## src/rtl/ccs_regs.svh

```systemverilog
// Purpose: Timing counts and limits for the cipher mode switch handshake
// Assumes: One 50 MHz system clock shared by both ends
// Notes:   Function
`ifndef CCS_REGS_SVH
`define CCS_REGS_SVH

// ---------------------------------------------------------------
// Timing
// ---------------------------------------------------------------
`define CCS_CLK_MHZ        50
`define CCS_FRAME_TIME_US  10000
`define CCS_FRAME_CYCLES   (`CCS_FRAME_TIME_US * `CCS_CLK_MHZ)
`define CCS_CNT_W          19

// ---------------------------------------------------------------
// Limits
// ---------------------------------------------------------------
`define CCS_FNUM_W         4
`define CCS_REQ_TRIES      3'h5
`define CCS_CONFIRM_SENDS  3'h6

`endif

```

## src/rtl/ccs_pkg.sv

```systemverilog
// Purpose: Types shared by both ends of the handshake
// Assumes: Nothing
// Notes:   Tail command codes carried on the link
package ccs_pkg;

    // ---------------------------------------------------------------
    // Tail commands
    // ---------------------------------------------------------------
    typedef enum logic [2:0] {
        CMD_NONE,
        CMD_START_REQUEST,
        CMD_CIPHER_START_CONFIRM,
        CMD_START_GRANT,
        CMD_STOP_REQUEST,
        CMD_CIPHER_STOP_CONFIRM,
        CMD_STOP_GRANT
    } ccs_cmd_e;

    typedef enum logic [2:0] {
        PT_CLEAR, PT_START_REQ, PT_START_GRANT,
        PT_ENCRYPTED, PT_STOP_REQ, PT_STOP_GRANT, PT_RELEASED
    } ccs_pt_state_e;

    typedef enum logic [2:0] {
        FT_CLEAR, FT_START_CONFIRM, FT_ENCRYPTED,
        FT_STOP_CONFIRM, FT_RELEASED
    } ccs_ft_state_e;

    function automatic logic ccs_is_even(input logic [3:0] fnum);
        return ~fnum[0];
    endfunction

endpackage

```

## src/rtl/ccs_link_if.sv

```systemverilog
// Purpose: Link between portable and fixed ends
// Assumes: Both ends on clk_sys
// Notes:   Fixed end owns frame timing
`timescale 1ns/1ps
`default_nettype none
interface ccs_link_if;
    import ccs_pkg::*;

    logic       frame_tick;     // Frame start pulse
    logic       half_tick;      // Mid frame pulse
    logic [3:0] frame_num;      // Current frame number
    logic       ft_tail_valid;  // Fixed tail message pulse
    ccs_cmd_e   ft_tail_cmd;    // Fixed tail command
    logic       pt_tail_valid;  // Portable tail message pulse
    ccs_cmd_e   pt_tail_cmd;    // Portable tail command

    modport fixed_side (
        output frame_tick, half_tick, frame_num, ft_tail_valid, ft_tail_cmd,
        input  pt_tail_valid, pt_tail_cmd
    );

    modport portable_side (
        input  frame_tick, half_tick, frame_num, ft_tail_valid, ft_tail_cmd,
        output pt_tail_valid, pt_tail_cmd
    );
endinterface
`default_nettype wire

```

## src/rtl/ccs_portable_end.sv

```systemverilog
// Purpose: Portable end of the cipher mode switch handshake
// Assumes: Frame timing arrives from the fixed end on clk_sys
// Notes:   Key stream and payload path live outside this block
`timescale 1ns/1ps
`default_nettype none
`include "ccs_regs.svh"
module ccs_portable_end
    import ccs_pkg::*;
(
    input  wire logic         clk_sys,                    // System clock
    input  wire logic         rst,                        // Async reset
    ccs_link_if.portable_side link,                       // Link to fixed end
    input  wire logic         duplex_ok,                  // Duplex bearer up
    input  wire logic         cipher_switch_request,      // Toggle mode pulse
    input  wire logic         handover_done,              // Handover end pulse
    input  wire logic         connect_request,            // Reopen pulse
    output logic              cipher_switch_confirmation, // Confirm pulse
    output logic              disconnect_indication,      // Release pulse
    output logic              tx_encrypt,                 // Encrypt sent data
    output logic              rx_decrypt,                 // Decrypt received
    output logic              rx_discard,                 // Ignore received
    output logic              rx_keystream_run,           // Run rx key stream
    output logic              bearer_mode_encrypted,      // Mode for bearers
    output logic              connected                   // Connection live
);

    // ---------------------------------------------------------------
    // State
    // ---------------------------------------------------------------
    typedef struct packed {
        ccs_pt_state_e st;
        logic [3:0]    fnum;
        logic [2:0]    tries;
        logic          resume;
        logic          tx_valid;
        ccs_cmd_e      tx_cmd;
        logic          tx_enc;
        logic          rx_dec;
        logic          rx_disc;
        logic          ks_run;
        logic          mode_enc;
        logic          cfm;
        logic          disc;
    } ccs_pt_s;

    localparam logic [2:0] REQ_TRIES = `CCS_REQ_TRIES;

    ccs_pt_s s;
    ccs_pt_s next_s;

    logic    rx_ok;
    logic    send_slot;
    logic    grant_frame;

    // ---------------------------------------------------------------
    // Link qualifiers
    // ---------------------------------------------------------------
    // Fixed end messages count only on a duplex bearer
    assign rx_ok       = link.ft_tail_valid & duplex_ok;
    // Own slot: second half of an even frame
    assign send_slot   = link.half_tick & ccs_is_even(s.fnum);
    assign grant_frame = link.frame_tick & ccs_is_even(link.frame_num);

    // ---------------------------------------------------------------
    // Next state
    // ---------------------------------------------------------------
    always_comb begin
        next_s          = s;
        next_s.tx_valid = 1'b0;
        next_s.tx_cmd   = CMD_NONE;
        next_s.cfm      = 1'b0;
        next_s.disc     = 1'b0;
        if (link.frame_tick) begin
            next_s.fnum = link.frame_num;
        end
        unique case (s.st)
            PT_RELEASED: begin
                if (connect_request) begin
                    // Every new connection opens in clear
                    next_s.st       = PT_CLEAR;
                    next_s.resume   = 1'b0;
                    next_s.tx_enc   = 1'b0;
                    next_s.rx_dec   = 1'b0;
                    next_s.rx_disc  = 1'b0;
                    next_s.ks_run   = 1'b0;
                    next_s.mode_enc = 1'b0;
                end
            end
            PT_CLEAR: begin
                if (duplex_ok && (cipher_switch_request
                        || (handover_done && s.resume))) begin
                    // This end alone opens a switch
                    next_s.st     = PT_START_REQ;
                    next_s.tries  = 3'h0;
                    next_s.resume = 1'b0;
                end
            end
            PT_START_REQ: begin
                if (rx_ok && link.ft_tail_cmd == CMD_CIPHER_START_CONFIRM) begin
                    // Confirm frame itself is decrypted
                    next_s.st      = PT_START_GRANT;
                    next_s.cfm     = 1'b1;
                    next_s.rx_dec  = 1'b1;
                    next_s.rx_disc = 1'b0;
                end else if (send_slot) begin
                    if (s.tries == REQ_TRIES) begin
                        next_s.st       = PT_RELEASED;
                        next_s.disc     = 1'b1;
                        next_s.tx_enc   = 1'b0;
                        next_s.rx_dec   = 1'b0;
                        next_s.rx_disc  = 1'b0;
                        next_s.ks_run   = 1'b0;
                        next_s.mode_enc = 1'b0;
                    end else begin
                        // Tail leaves outside the key stream
                        next_s.tx_valid = 1'b1;
                        next_s.tx_cmd   = CMD_START_REQUEST;
                        next_s.tries    = s.tries + 3'h1;
                        next_s.rx_disc  = 1'b1;
                        next_s.ks_run   = 1'b1;
                    end
                end
            end
            PT_START_GRANT: begin
                if (grant_frame) begin
                    next_s.tx_enc = 1'b1;
                end
                if (send_slot) begin
                    next_s.tx_valid = 1'b1;
                    next_s.tx_cmd   = CMD_START_GRANT;
                    next_s.tx_enc   = 1'b1;
                    next_s.mode_enc = 1'b1;
                    next_s.st       = PT_ENCRYPTED;
                end
            end
            PT_ENCRYPTED: begin
                if (duplex_ok && cipher_switch_request) begin
                    next_s.st    = PT_STOP_REQ;
                    next_s.tries = 3'h0;
                end
            end
            PT_STOP_REQ: begin
                if (rx_ok && link.ft_tail_cmd == CMD_CIPHER_STOP_CONFIRM) begin
                    // Confirm frame itself is taken as clear
                    next_s.st      = PT_STOP_GRANT;
                    next_s.cfm     = 1'b1;
                    next_s.rx_dec  = 1'b0;
                    next_s.rx_disc = 1'b0;
                    next_s.ks_run  = 1'b0;
                end else if (send_slot) begin
                    if (s.tries == REQ_TRIES) begin
                        next_s.st       = PT_RELEASED;
                        next_s.disc     = 1'b1;
                        next_s.tx_enc   = 1'b0;
                        next_s.rx_dec   = 1'b0;
                        next_s.rx_disc  = 1'b0;
                        next_s.ks_run   = 1'b0;
                        next_s.mode_enc = 1'b0;
                    end else begin
                        next_s.tx_valid = 1'b1;
                        next_s.tx_cmd   = CMD_STOP_REQUEST;
                        next_s.tries    = s.tries + 3'h1;
                        next_s.rx_disc  = 1'b1;
                    end
                end
            end
            PT_STOP_GRANT: begin
                if (grant_frame) begin
                    next_s.tx_enc = 1'b0;
                end
                if (send_slot) begin
                    next_s.tx_valid = 1'b1;
                    next_s.tx_cmd   = CMD_STOP_GRANT;
                    next_s.tx_enc   = 1'b0;
                    next_s.mode_enc = 1'b0;
                    // Remember to re-encrypt after handover
                    next_s.resume   = 1'b1;
                    next_s.st       = PT_CLEAR;
                end
            end
        endcase
    end

    // ---------------------------------------------------------------
    // Registers
    // ---------------------------------------------------------------
    always_ff @(posedge clk_sys or posedge rst) begin
        if (rst) begin
            s <= '{st: PT_CLEAR, tx_cmd: CMD_NONE, default: '0};
        end else begin
            s <= next_s;
        end
    end

    // ---------------------------------------------------------------
    // Outputs
    // ---------------------------------------------------------------
    assign link.pt_tail_valid         = s.tx_valid;
    assign link.pt_tail_cmd           = s.tx_cmd;
    assign cipher_switch_confirmation = s.cfm;
    assign disconnect_indication      = s.disc;
    assign tx_encrypt                 = s.tx_enc;
    assign rx_decrypt                 = s.rx_dec;
    assign rx_discard                 = s.rx_disc;
    assign rx_keystream_run           = s.ks_run;
    // One mode flag steers every bearer
    assign bearer_mode_encrypted      = s.mode_enc;
    assign connected                  = (s.st != PT_RELEASED);

endmodule
`default_nettype wire

```

## src/flat_wrapper.sv

```systemverilog
// flat-port wrapper written by rule: the top's interface ports become plain ports
module ccs_portable_end_flat import ccs_pkg::*;
  (clk_sys, rst, duplex_ok, cipher_switch_request, handover_done, connect_request, cipher_switch_confirmation, disconnect_indication, tx_encrypt, rx_decrypt, rx_discard, rx_keystream_run, bearer_mode_encrypted, connected, link_frame_tick, link_half_tick, link_frame_num, link_ft_tail_valid, link_ft_tail_cmd, link_pt_tail_valid, link_pt_tail_cmd);
  ccs_link_if link_i ();
  input  wire logic clk_sys;
  input  wire logic rst;
  input  wire logic duplex_ok;
  input  wire logic cipher_switch_request;
  input  wire logic handover_done;
  input  wire logic connect_request;
  output logic cipher_switch_confirmation;
  output logic disconnect_indication;
  output logic tx_encrypt;
  output logic rx_decrypt;
  output logic rx_discard;
  output logic rx_keystream_run;
  output logic bearer_mode_encrypted;
  output logic connected;
  input wire logic [$bits(link_i.frame_tick)-1:0] link_frame_tick;
  input wire logic [$bits(link_i.half_tick)-1:0] link_half_tick;
  input wire logic [$bits(link_i.frame_num)-1:0] link_frame_num;
  input wire logic [$bits(link_i.ft_tail_valid)-1:0] link_ft_tail_valid;
  input wire logic [$bits(link_i.ft_tail_cmd)-1:0] link_ft_tail_cmd;
  output wire logic [$bits(link_i.pt_tail_valid)-1:0] link_pt_tail_valid;
  output wire logic [$bits(link_i.pt_tail_cmd)-1:0] link_pt_tail_cmd;
  assign link_i.frame_tick = link_frame_tick;
  assign link_i.half_tick = link_half_tick;
  assign link_i.frame_num = link_frame_num;
  assign link_i.ft_tail_valid = link_ft_tail_valid;
  assign link_i.ft_tail_cmd = link_ft_tail_cmd;
  assign link_pt_tail_valid = link_i.pt_tail_valid;
  assign link_pt_tail_cmd = link_i.pt_tail_cmd;
  ccs_portable_end u_core (.clk_sys(clk_sys), .rst(rst), .link(link_i), .duplex_ok(duplex_ok), .cipher_switch_request(cipher_switch_request), .handover_done(handover_done), .connect_request(connect_request), .cipher_switch_confirmation(cipher_switch_confirmation), .disconnect_indication(disconnect_indication), .tx_encrypt(tx_encrypt), .rx_decrypt(rx_decrypt), .rx_discard(rx_discard), .rx_keystream_run(rx_keystream_run), .bearer_mode_encrypted(bearer_mode_encrypted), .connected(connected));
endmodule
```

## config.mk

```make
export PLATFORM = sky130hd
export DESIGN_NAME = ccs_portable_end_flat
export DESIGN_NICKNAME = d
export VERILOG_FILES = /design/src/rtl/ccs_pkg.sv /design/src/rtl/ccs_link_if.sv /design/src/rtl/ccs_portable_end.sv /design/src/flat_wrapper.sv
export VERILOG_INCLUDE_DIRS = /design/src /design/src/rtl
export SDC_FILE = /design/constraint.sdc
export NUM_CORES = 1
export LEC_CHECK = 0
export ABC_AREA = 1
export BUFFER_PORTS_ARGS = -buffer_cell sky130_fd_sc_hd__buf_2
export CORE_MARGIN = 2
export CORE_UTILIZATION = 30
export DETAILED_ROUTE_END_ITERATION = 12
export PLACE_DENSITY = 0.51
export SYNTH_ARGS = -nofsm -noshare
export SYNTH_HDL_FRONTEND = slang
export SYNTH_SLANG_ARGS = --single-unit
```

## constraint.sdc

```tcl
create_clock -name clk_sys -period 1.7 [get_ports clk_sys]
set_input_delay 0.085 -clock clk_sys [delete_from_list [all_inputs] [get_ports clk_sys]]
set_output_delay 0.085 -clock clk_sys [all_outputs]
set_load 0.05 [all_outputs]
```

After elaboration in Yosys (flattened, before gate mapping)
Cells that the tools add are included.
{"block": "totals", "word_cells": 115, "output_inout_bits": 12, "reg_bits": 19}
{"block": "op_classes", "mux": 52, "addsub": 1, "reduce_logical": 18, "n_eq_ne": 26, "bitwise_logic": 5}
{"operator": "3-bit two-way mux", "n": 15}
{"operator": "3-bit one-hot mux with 7 select lines", "n": 1}
{"operator": "5-bit two-way mux", "n": 4}
{"operator": "9-bit two-way mux", "n": 2}
{"operator": "2-bit by 1-bit inequality test with 1-bit output, second input constant", "n": 8}
{"operator": "4-bit one-hot mux with 4 select lines", "n": 1}
{"operator": "3-bit == test, second input constant", "n": 5}
{"operator": "3-bit by 1-bit inequality test with 1-bit output, second input constant", "n": 5}
{"operator": "1-bit two-way mux", "n": 14}
{"operator": "4-bit two-way mux", "n": 3}
{"operator": "3-bit one-hot mux with 4 select lines", "n": 1}
{"operator": "2-bit two-way mux", "n": 5}
{"operator": "1-bit one-hot mux with 5 select lines", "n": 2}
{"operator": "10-bit AND reduction", "n": 1}
{"operator": "5-bit AND reduction", "n": 2}
{"operator": "3-bit by 2-bit == test with 1-bit output, second input constant", "n": 3}
{"operator": "3-bit one-hot mux with 3 select lines", "n": 1}
{"operator": "4-bit AND reduction", "n": 2}
{"operator": "8-bit AND reduction", "n": 1}
{"operator": "6-bit two-way mux", "n": 1}
{"operator": "2-bit inequality test, second input constant", "n": 3}
{"operator": "6-bit AND reduction", "n": 1}
{"operator": "3-bit nonzero test", "n": 2}
{"operator": "1-bit logical AND", "n": 5}
{"operator": "other kinds (11)", "n": 14}

Logic depth before layout (Yosys ltp)
Gate-level depths: netlist (run 1).
{"block": "depth", "ltp_word": 5, "ltp_mapped": 10}

Worst setup path before layout (run 1)
Ideal clock, no wire load.
{"block": "synth_path", "path_kind": "reg-to-reg", "start": "register u_core.s[21] (netlist bit)", "end": "register u_core.s, in the netlist u_core.rx_decrypt", "path_stages_with_launch": 7, "setup_slack_ns": 0.076, "arrival_time_ns": 1.501, "cell_sequence": "dfrtp_1 -> clkbuf_1 -> nand2_1 -> nand3_1 -> nand2_1 -> o21ai_0 -> nand2_1"}
{"block": "synth_between", "elab_chain_len": 3}
{"item": "start, declared", "line_no": "ccs_portable_end.sv:48", "text": "ccs_pt_s s;"}
{"item": "start signal, assigned", "line_no": "ccs_portable_end.sv:191", "text": "s <= next_s;"}
{"item": "3-bit by 1-bit == test with 1-bit output / 3-bit == test (equally long branches)", "line_no": "ccs_portable_end.sv:76", "text": "unique case (s.st)"}
{"item": "3-bit by 1-bit inequality test with 1-bit output (no source line), or another cell as far along"}
{"item": "4-bit AND reduction (no source line)"}
Parallel ways exist; a longest one is shown, timed or not.
A chain may end at the register's enable or synchronous reset.

Worst setup path in the final report (run 1)
{"block": "layout_path", "start": "register u_core.s[20] (netlist bit)", "end": "register u_core.s[20] (netlist bit)"}
{"block": "layout_between", "elab_chain_len": 4}
{"item": "3-bit two-way mux (2 in a row)"}
{"item": "3-bit two-way mux (on tied branches)"}
{"item": "3-bit one-hot mux with 7 select lines", "line_no": "ccs_portable_end.sv:76"}
Parallel ways exist; a longest one is shown, timed or not.

==> results of run 1 <==
## what timing repair did
action                                  in CTS  in global routing
endpoints found under the setup margin       0                  2
hold buffers                                 1                  0
resized for setup                            0                  1
endpoints found under the hold margin       19                  0
buffers inserted                             0                  0
## power by group
group	leakage, nW	total (W)	switching, W	internal, W
logic	0.622	0.00130	0.000907	0.000397
clock network	0.0255	0.000343	0.000179	0.000164
registers	0.254	0.000684	0.000114	0.000570
## logic make-up after synthesis
kind of cell / count (synthesis)
adders and majority gates: 2
buffers and inverters: 26
xor gates and xnor gates: 1
DFF: 19
and+or+nand+nor: 123
AOI/OAI and AO/OA: 14
## registers in the layout, summed over array words and instances, names as in the netlist
signal,count
u_core.tx_encrypt,1
u_core.s,8
u_core.bearer_mode_encrypted,1
u_core.rx_keystream_run,1
u_core.link.pt_tail_valid,1
u_core.link.pt_tail_cmd,3
u_core.rx_discard,1
u_core.rx_decrypt,1
u_core.cipher_switch_confirmation,1
u_core.disconnect_indication,1
## through the flow
stage          setup slack [ps]  total power, W
6_report                  162.3        0.002331
5_1_grt                  -10.43        0.002538
4_1_cts                   124.0        0.002332
3_5_place_dp              156.3        0.001981
3_3_place_gp              136.7        0.001991
2_1_floorplan             75.58        0.001681
## critical path, cell delays in order (launching register included)
cell	delay [ps]
dfrtp_1	560
inv_2	80
nor2_1	140
nand3b_1	210
nand3_1	160
inv_2	50
nand2_1	100
inv_2	50
nand2_1	60
nand2_1	40
## synthesized netlist by cell type (2+ instances only)
| cell | n | area share (%) |
|---|---|---|
| a21oi_1 | 5 | 2.0 |
| nand4_1 | 3 | 1.5 |
| or2_0 | 2 | 1.0 |
| buf_4 | 3 | 1.8 |
| nand2_2 | 2 | 1.0 |
| o21ai_1 | 3 | 1.2 |
| nand2_1 | 68 | 21 |
| nor2_1 | 17 | 5.2 |
| nand3_1 | 27 | 11 |
| o21ai_0 | 4 | 1.6 |
| dfrtp_1 | 19 | 39 |
| ha_1 | 2 | 2.0 |
| inv_1 | 16 | 4.9 |
| inv_2 | 5 | 1.5 |
## layout by cell type (no fill, tap or decap), drive strengths merged
| master | Yosys | routed |
|---|---|---|
| nand2 | 71 | 71 |
| buf | 3 | 28 |
| nand3 | 27 | 27 |
| inv | 21 | 21 |
| dfrtp | 19 | 19 |
| nor2 | 19 | 19 |
| o21ai | 7 | 7 |
| a21oi | 5 | 5 |
| nand4 | 3 | 3 |
| clkbuf | 1 | 3 |
| clkinv | 1 | 2 |
| or2 | 2 | 2 |
| ha | 2 | 2 |
| nand3b | 1 | 1 |
| o21a | 1 | 1 |
| xnor2 | 1 | 1 |
| o21bai | 1 | 1 |
| dlygate4sd3 | 0 | 1 |
## worst paths after layout
kind,from,to,slack (ps)
min,link_frame_tick,u_core.s[15],30
max,u_core.s[20],u_core.s[20],160
max reg2reg,u_core.s[20],u_core.s[20],160
max in group asynchronous,rst,u_core.s[15],1120
min reg2reg,u_core.bearer_mode_encrypted,u_core.bearer_mode_encrypted,480
min in group asynchronous,rst,u_core.rx_keystream_run,360
## area by class of cell
cell class,instances,area share [%]
inverters,22,5.678
clock inverters,1,0.3390
flip-flops and latches,19,32.20
clock buffers,3,2.797
repair buffers,29,10.85
well taps,50,4.237
multi-input cells,140,43.90
## metal layers
layer | wire (um) | vias up | GRT usage, %
met1 | 1396 | 550 | 18.70
met2 | 1484 | 37 | 27.06
met3 | 161 | 5 | 2.467
met5 | 0 | - | 0
met4 | 61 | 0 | 6.750
li1 | - | 645 | -
==> impl_results.md, run 1 <==
* Clk_lat worst skew at 270 ps
* Max_slew headroom at 76.91%
* Final min period at 1538 ps
* Hold_ws at 34.94 ps
* Iter 0 DRT Violations at 55
* Final Setup Violations at 0
* Die area at 0.004623 mm^2
* Worst VDD drop at 0.0004398 V
* Final GP Congestion at 0.8493
* Multi-input gate area at 648.1 um^2
* Vias per cell at 4.686
* Clock-pin transition on the worst setup and hold timing paths at 90 ps
* Placed wire-length estimate at 2.388 mm
* Gr usage total at 15.50%
* Final #Nets at 233
* Synth Area in Compound Gates at 6.110%
* Via Count at 1237
* Synth Flop Type: dfrtp_1
* Largest net degree at the start of global routing at 20
* Number of clock buffers inserted by TritonCTS at 3
* H-tree depth reported by CTS at 1
* Post-Synth Simple-Gate Area at 43.48%
* Placeable Area at 0.003971 mm^2
* Initial antenna violation count at 0
* Final instance area at 0.001476 mm^2
* Clock skew at 11.26 ps
* Largest family of logic cells by synthesized area: simple AND/OR/NAND/NOR gates
* CTS tree: done
* Leak at 0.9010 nW
* Post-route insts no fill at 264
* Post-synth EDFFs at 0
* Data required, critical path at 1870 ps
* Crit share post-route at 90.45%
* Layout cells sized above 1 at 20.09%
* Clk root buf: clkbuf_8
* Crit start category: register
* Placed Cells at 259
* P&R area growth vs syn at 20.16%
* Worst-path fanout max at 7
* Post-route ant nets at 0
* Post-synthesis adder-cell area fraction at 2.037%
* Pwr dens at 1579 mW/mm^2
* Status: completed
* Number of synthesized register bits at 19
* DRC at 0
* GR Overflow Total at 0
* Register area at 475.5 um^2
* Worst hold path depth at 2
* Post-Synth XOR/XNOR Area at 0.7128%
* DIE WIDTH at 68.00 um
* Seq/Total Area, Yosys at 38.70%
* Syn Inst Count at 185
* Synth warnings at 0
* IO Pins at 28
* Filler cells at 420
* Synth Cell Area at 0.001229 mm^2
* Max Clk Rate at 650.3 MHz
* Clk buf depth at 2
* Antenna diodes at 0
* Mux cell area share after synthesis at 0%
* # clock sinks at 19
* Vias in the first global route at 1172
* Critical path class: reg2reg
* Final core utilization at 37.18%
* Final Slew Violations at 0
* DR WL/cell at 11.75 um
* Least-Margin Pin Slew at 346.4 ps
* IO Port Bufs at 24
* First-pass GRT wire length at 5.250 mm
* Yosys cell types at 23
* Max-cap violations at 0
* Row count at 23
* Cell Area, Placed at 0.001415 mm^2
* Setup TNS at 0 ps
* Final hold vios at 0
* Hold/Removal Path Class: in2reg
* Total routed wirelength at 3.103 mm
* First-pass detailed-route iteration total at 4
* Setup crit end kind: register
* Crit path arrival time at 1710 ps
* Asr flop ratio synth at 100.0%
* Mean post-synth cell area at 6.642 um^2
* Die Y at 68.00 um
* Syn_nets at 203
* Initial Util at 30.94%
* Worst-case reg-to-reg path depth at 9
(Power assumes the default switching activity.)
==> inputs of run 2 (changes only) <==
--- a/config.mk
+++ b/config.mk
@@ -9,9 +9,9 @@
 export ABC_AREA = 1
 export BUFFER_PORTS_ARGS = -buffer_cell sky130_fd_sc_hd__buf_2
 export CORE_MARGIN = 2
-export CORE_UTILIZATION = 30
+export CORE_UTILIZATION = 50
 export DETAILED_ROUTE_END_ITERATION = 12
-export PLACE_DENSITY = 0.51
+export PLACE_DENSITY = 0.77
 export SYNTH_ARGS = -nofsm -noshare
 export SYNTH_HDL_FRONTEND = slang
 export SYNTH_SLANG_ARGS = --single-unit
==> constraint.sdc (replaced) <==
create_clock -name clk_sys -period 1.85 [get_ports clk_sys]
set_input_delay 0.0925 -clock clk_sys [delete_from_list [all_inputs] [get_ports clk_sys]]
set_output_delay 0.0925 -clock clk_sys [all_outputs]
set_load 0.05 [all_outputs]
==> impl_results.md, run 2 (synthesis gave the netlist of run 1 again) <==
* Total power at 0.002003 W (-14%)
* Final #Nets at 231 (-0.86%)
* Setup crit end kind: register
* Final Slew Violations at 0 (unchanged)
* Vias per cell at 5.200 (+11%)
* Layout cells sized above 1 at 18.87% (-1.2 points)
* Final instance area at 0.001413 mm^2 (-4.3%)
* Clock-pin transition on the worst setup and hold timing paths at 120 ps (+30 ps)
* Max_slew headroom at 51.53% (-25 points)
* Die Y at 53.57 um (-21%)
* Final GP Congestion at 0.9132 (+7.5%)
* Row count at 17 (-26%)
* Pwr dens at 1418 mW/mm^2 (-10%)
* DRC at 0 (unchanged)
* Commonest non-fill, non-tap cell in the layout: nand2_1
* Clk buf depth at 2 (unchanged)
* Hold_ws at 87.49 ps (+52.55 ps)
* Filler cells at 235 (-44%)
* Data required, critical path at 2110 ps (+240 ps)
* Final min period at 1599 ps (+61.72 ps)
* Max incr delay on CP at 510 ps (-50 ps)
* Vias in the first global route at 1119 (-4.5%)
* Largest net degree at the start of global routing at 20 (unchanged)
* Placeable Area at 0.002276 mm^2 (-43%)
* CTS tree: done
* Crit path buf inv count at 1 (-2)
* Post-route ant nets at 0 (unchanged)
* Final Setup Violations at 0 (unchanged)
* Least-Margin Pin Slew at 726.2 ps (+379.8 ps)
* Iter 0 DRT Violations at 38 (-31%)
* Initial Util at 53.99% (+23 points)
* RSZ-0062 raised after global routing: false
* Worst VDD drop at 0.0009567 V (+120%)
* Initial antenna violation count at 0 (unchanged)
* IO Port Bufs at 24 (unchanged)
* First-pass detailed-route iteration total at 4 (unchanged)
* Most used cell, CP: nand2_1
* Clk root buf: clkbuf_4
* Antenna diodes at 0 (unchanged)
* Gr usage total at 23.74% (+8.2 points)
* Clock skew at 11.65 ps (+0.3875 ps)
* Max reg flops at 8 (unchanged)
* Post-route insts no fill at 240 (-9.1%)
* Slowest CP cell: dfrtp_1
* Placed Cells at 234 (-9.7%)
* Leak at 0.8825 nW (-2.1%)
* Crit path arrival time at 1860 ps (+150 ps)
* Crit-path leading delay family: simple AND/OR/NAND/NOR gates
* # clock sinks at 19 (unchanged)
* Final hold vios at 0 (unchanged)
* Max Clk Rate at 625.2 MHz (-3.9%)
* Number of clock buffers inserted by TritonCTS at 3 (unchanged)
* Via Count at 1248 (+0.89%)
* H-tree depth reported by CTS at 1 (unchanged)
* Die area at 0.002870 mm^2 (-38%)
* Crit path cell chain: nor2_2 -> nand2_2 -> inv_2 -> nand2_1 -> nand2_1 -> nand2_1 -> or2_0 -> nand2_1
* Largest Register: u_core.s
* P&R area growth vs syn at 14.97%
* First-pass GRT wire length at 4.836 mm (-7.9%)
* Max-cap violations at 0 (unchanged)
* Post-CTS resize count at 0 (unchanged)
* Status: completed
* Crit share post-route at 86.45% (-4.0 points)
* Most frequent cells in the layout: 68 x nand2_1, 27 x nand3_1, 24 x buf_2
* Worst-path fanout max at 7 (unchanged)
* DIE WIDTH at 53.57 um (-21%)
* Placed wire-length estimate at 2.292 mm (-4.0%)
* Crit start category: register
* Total routed wirelength at 2.855 mm (-8.0%)
* Hold/Removal Path Class: in2reg
* Setup TNS at 0 ps (unchanged)
* Critical path class: reg2reg
* IO Pins at 28 (unchanged)
* DR WL/cell at 11.90 um (+1.2%)
* GR Overflow Total at 0 (unchanged)
* Cell Area, Placed at 0.001365 mm^2 (-3.5%)
* Clk_lat worst skew at 310 ps (+40 ps)
[run 2: cell types whose count changed in the layout (fill, tap and decap cells not counted)]
cell | before | now
buf_4 | 4 | 1
nor2_4 | 2 | 1
clkbuf_8 | 3 | 0
clkbuf_4 | 0 | 3
dlygate4sd3_1 | 1 | 2
nor2_2 | 0 | 1
[run 2: cell type report]
cell class	count	area (um^2)	share of cell area [%]
sequential	19	475.5	33.66
inverter	22	83.83	5.934
timing repair buffer	27	147.6	10.45
multi-input combinational	140	643.1	45.53
clock inverter	1	5.005	0.3543
tap	28	35.03	2.480
clock buffer	3	22.52	1.594
[run 2: path summary, 6_finish.rpt]
check / slack [ps] / to / depth (start not counted) / from
max: 250 / u_core.s[12] / 8 / u_core.s[20]
min in group asynchronous: 430 / u_core.rx_discard / 3 / rst
max in group asynchronous: 950 / u_core.s[19] / 3 / rst
max reg2reg: 250 / u_core.s[12] / 8 / u_core.s[20]
min: 90 / u_core.s[15] / 4 / link_frame_num[0]
min reg2reg: 490 / u_core.bearer_mode_encrypted / 2 / u_core.bearer_mode_encrypted
[run 2: tightest hold or removal path, cell delays in order]
cell and delay, ps:
buf_2 70, inv_1 30, nand2_1 60, o21a_1 120
[run 2: where the power goes]
part / internal [W] / switching [W]
sequential: 0.000523 / 0.000110
clock: 0.0000808 / 0.000139
combinational: 0.000344 / 0.000806
total: 0.000947 / 0.00106
[run 2: routing by layer]
| metal | vias to the layer above | wire length, um | global-route usage [%] |
|---|---|---|---|
| li1 | 642 | - | - |
| met1 | 557 | 1126 | 29.62 |
| met2 | 42 | 1455 | 40.95 |
| met3 | 7 | 222 | 2.500 |
| met4 | 0 | 50 | 11.11 |
| met5 | - | 0 | 0 |
[run 2: metrics by stage]
stage / setup slack (ps) / util, %
CTS: 273.0 / 62.07
global placement: 328.3 / 59.98
finish: 250.6 / 62.07
floorplan: 225.6 / -
global route: 75.42 / 62.07
detailed placement: 282.7 / 59.98
[run 2: timing repair]
item | 4_1_cts | 5_1_grt
setup buffers | 0 | 0
hold buffers | 2 | 0
hold endpoints to repair | 20 | 0
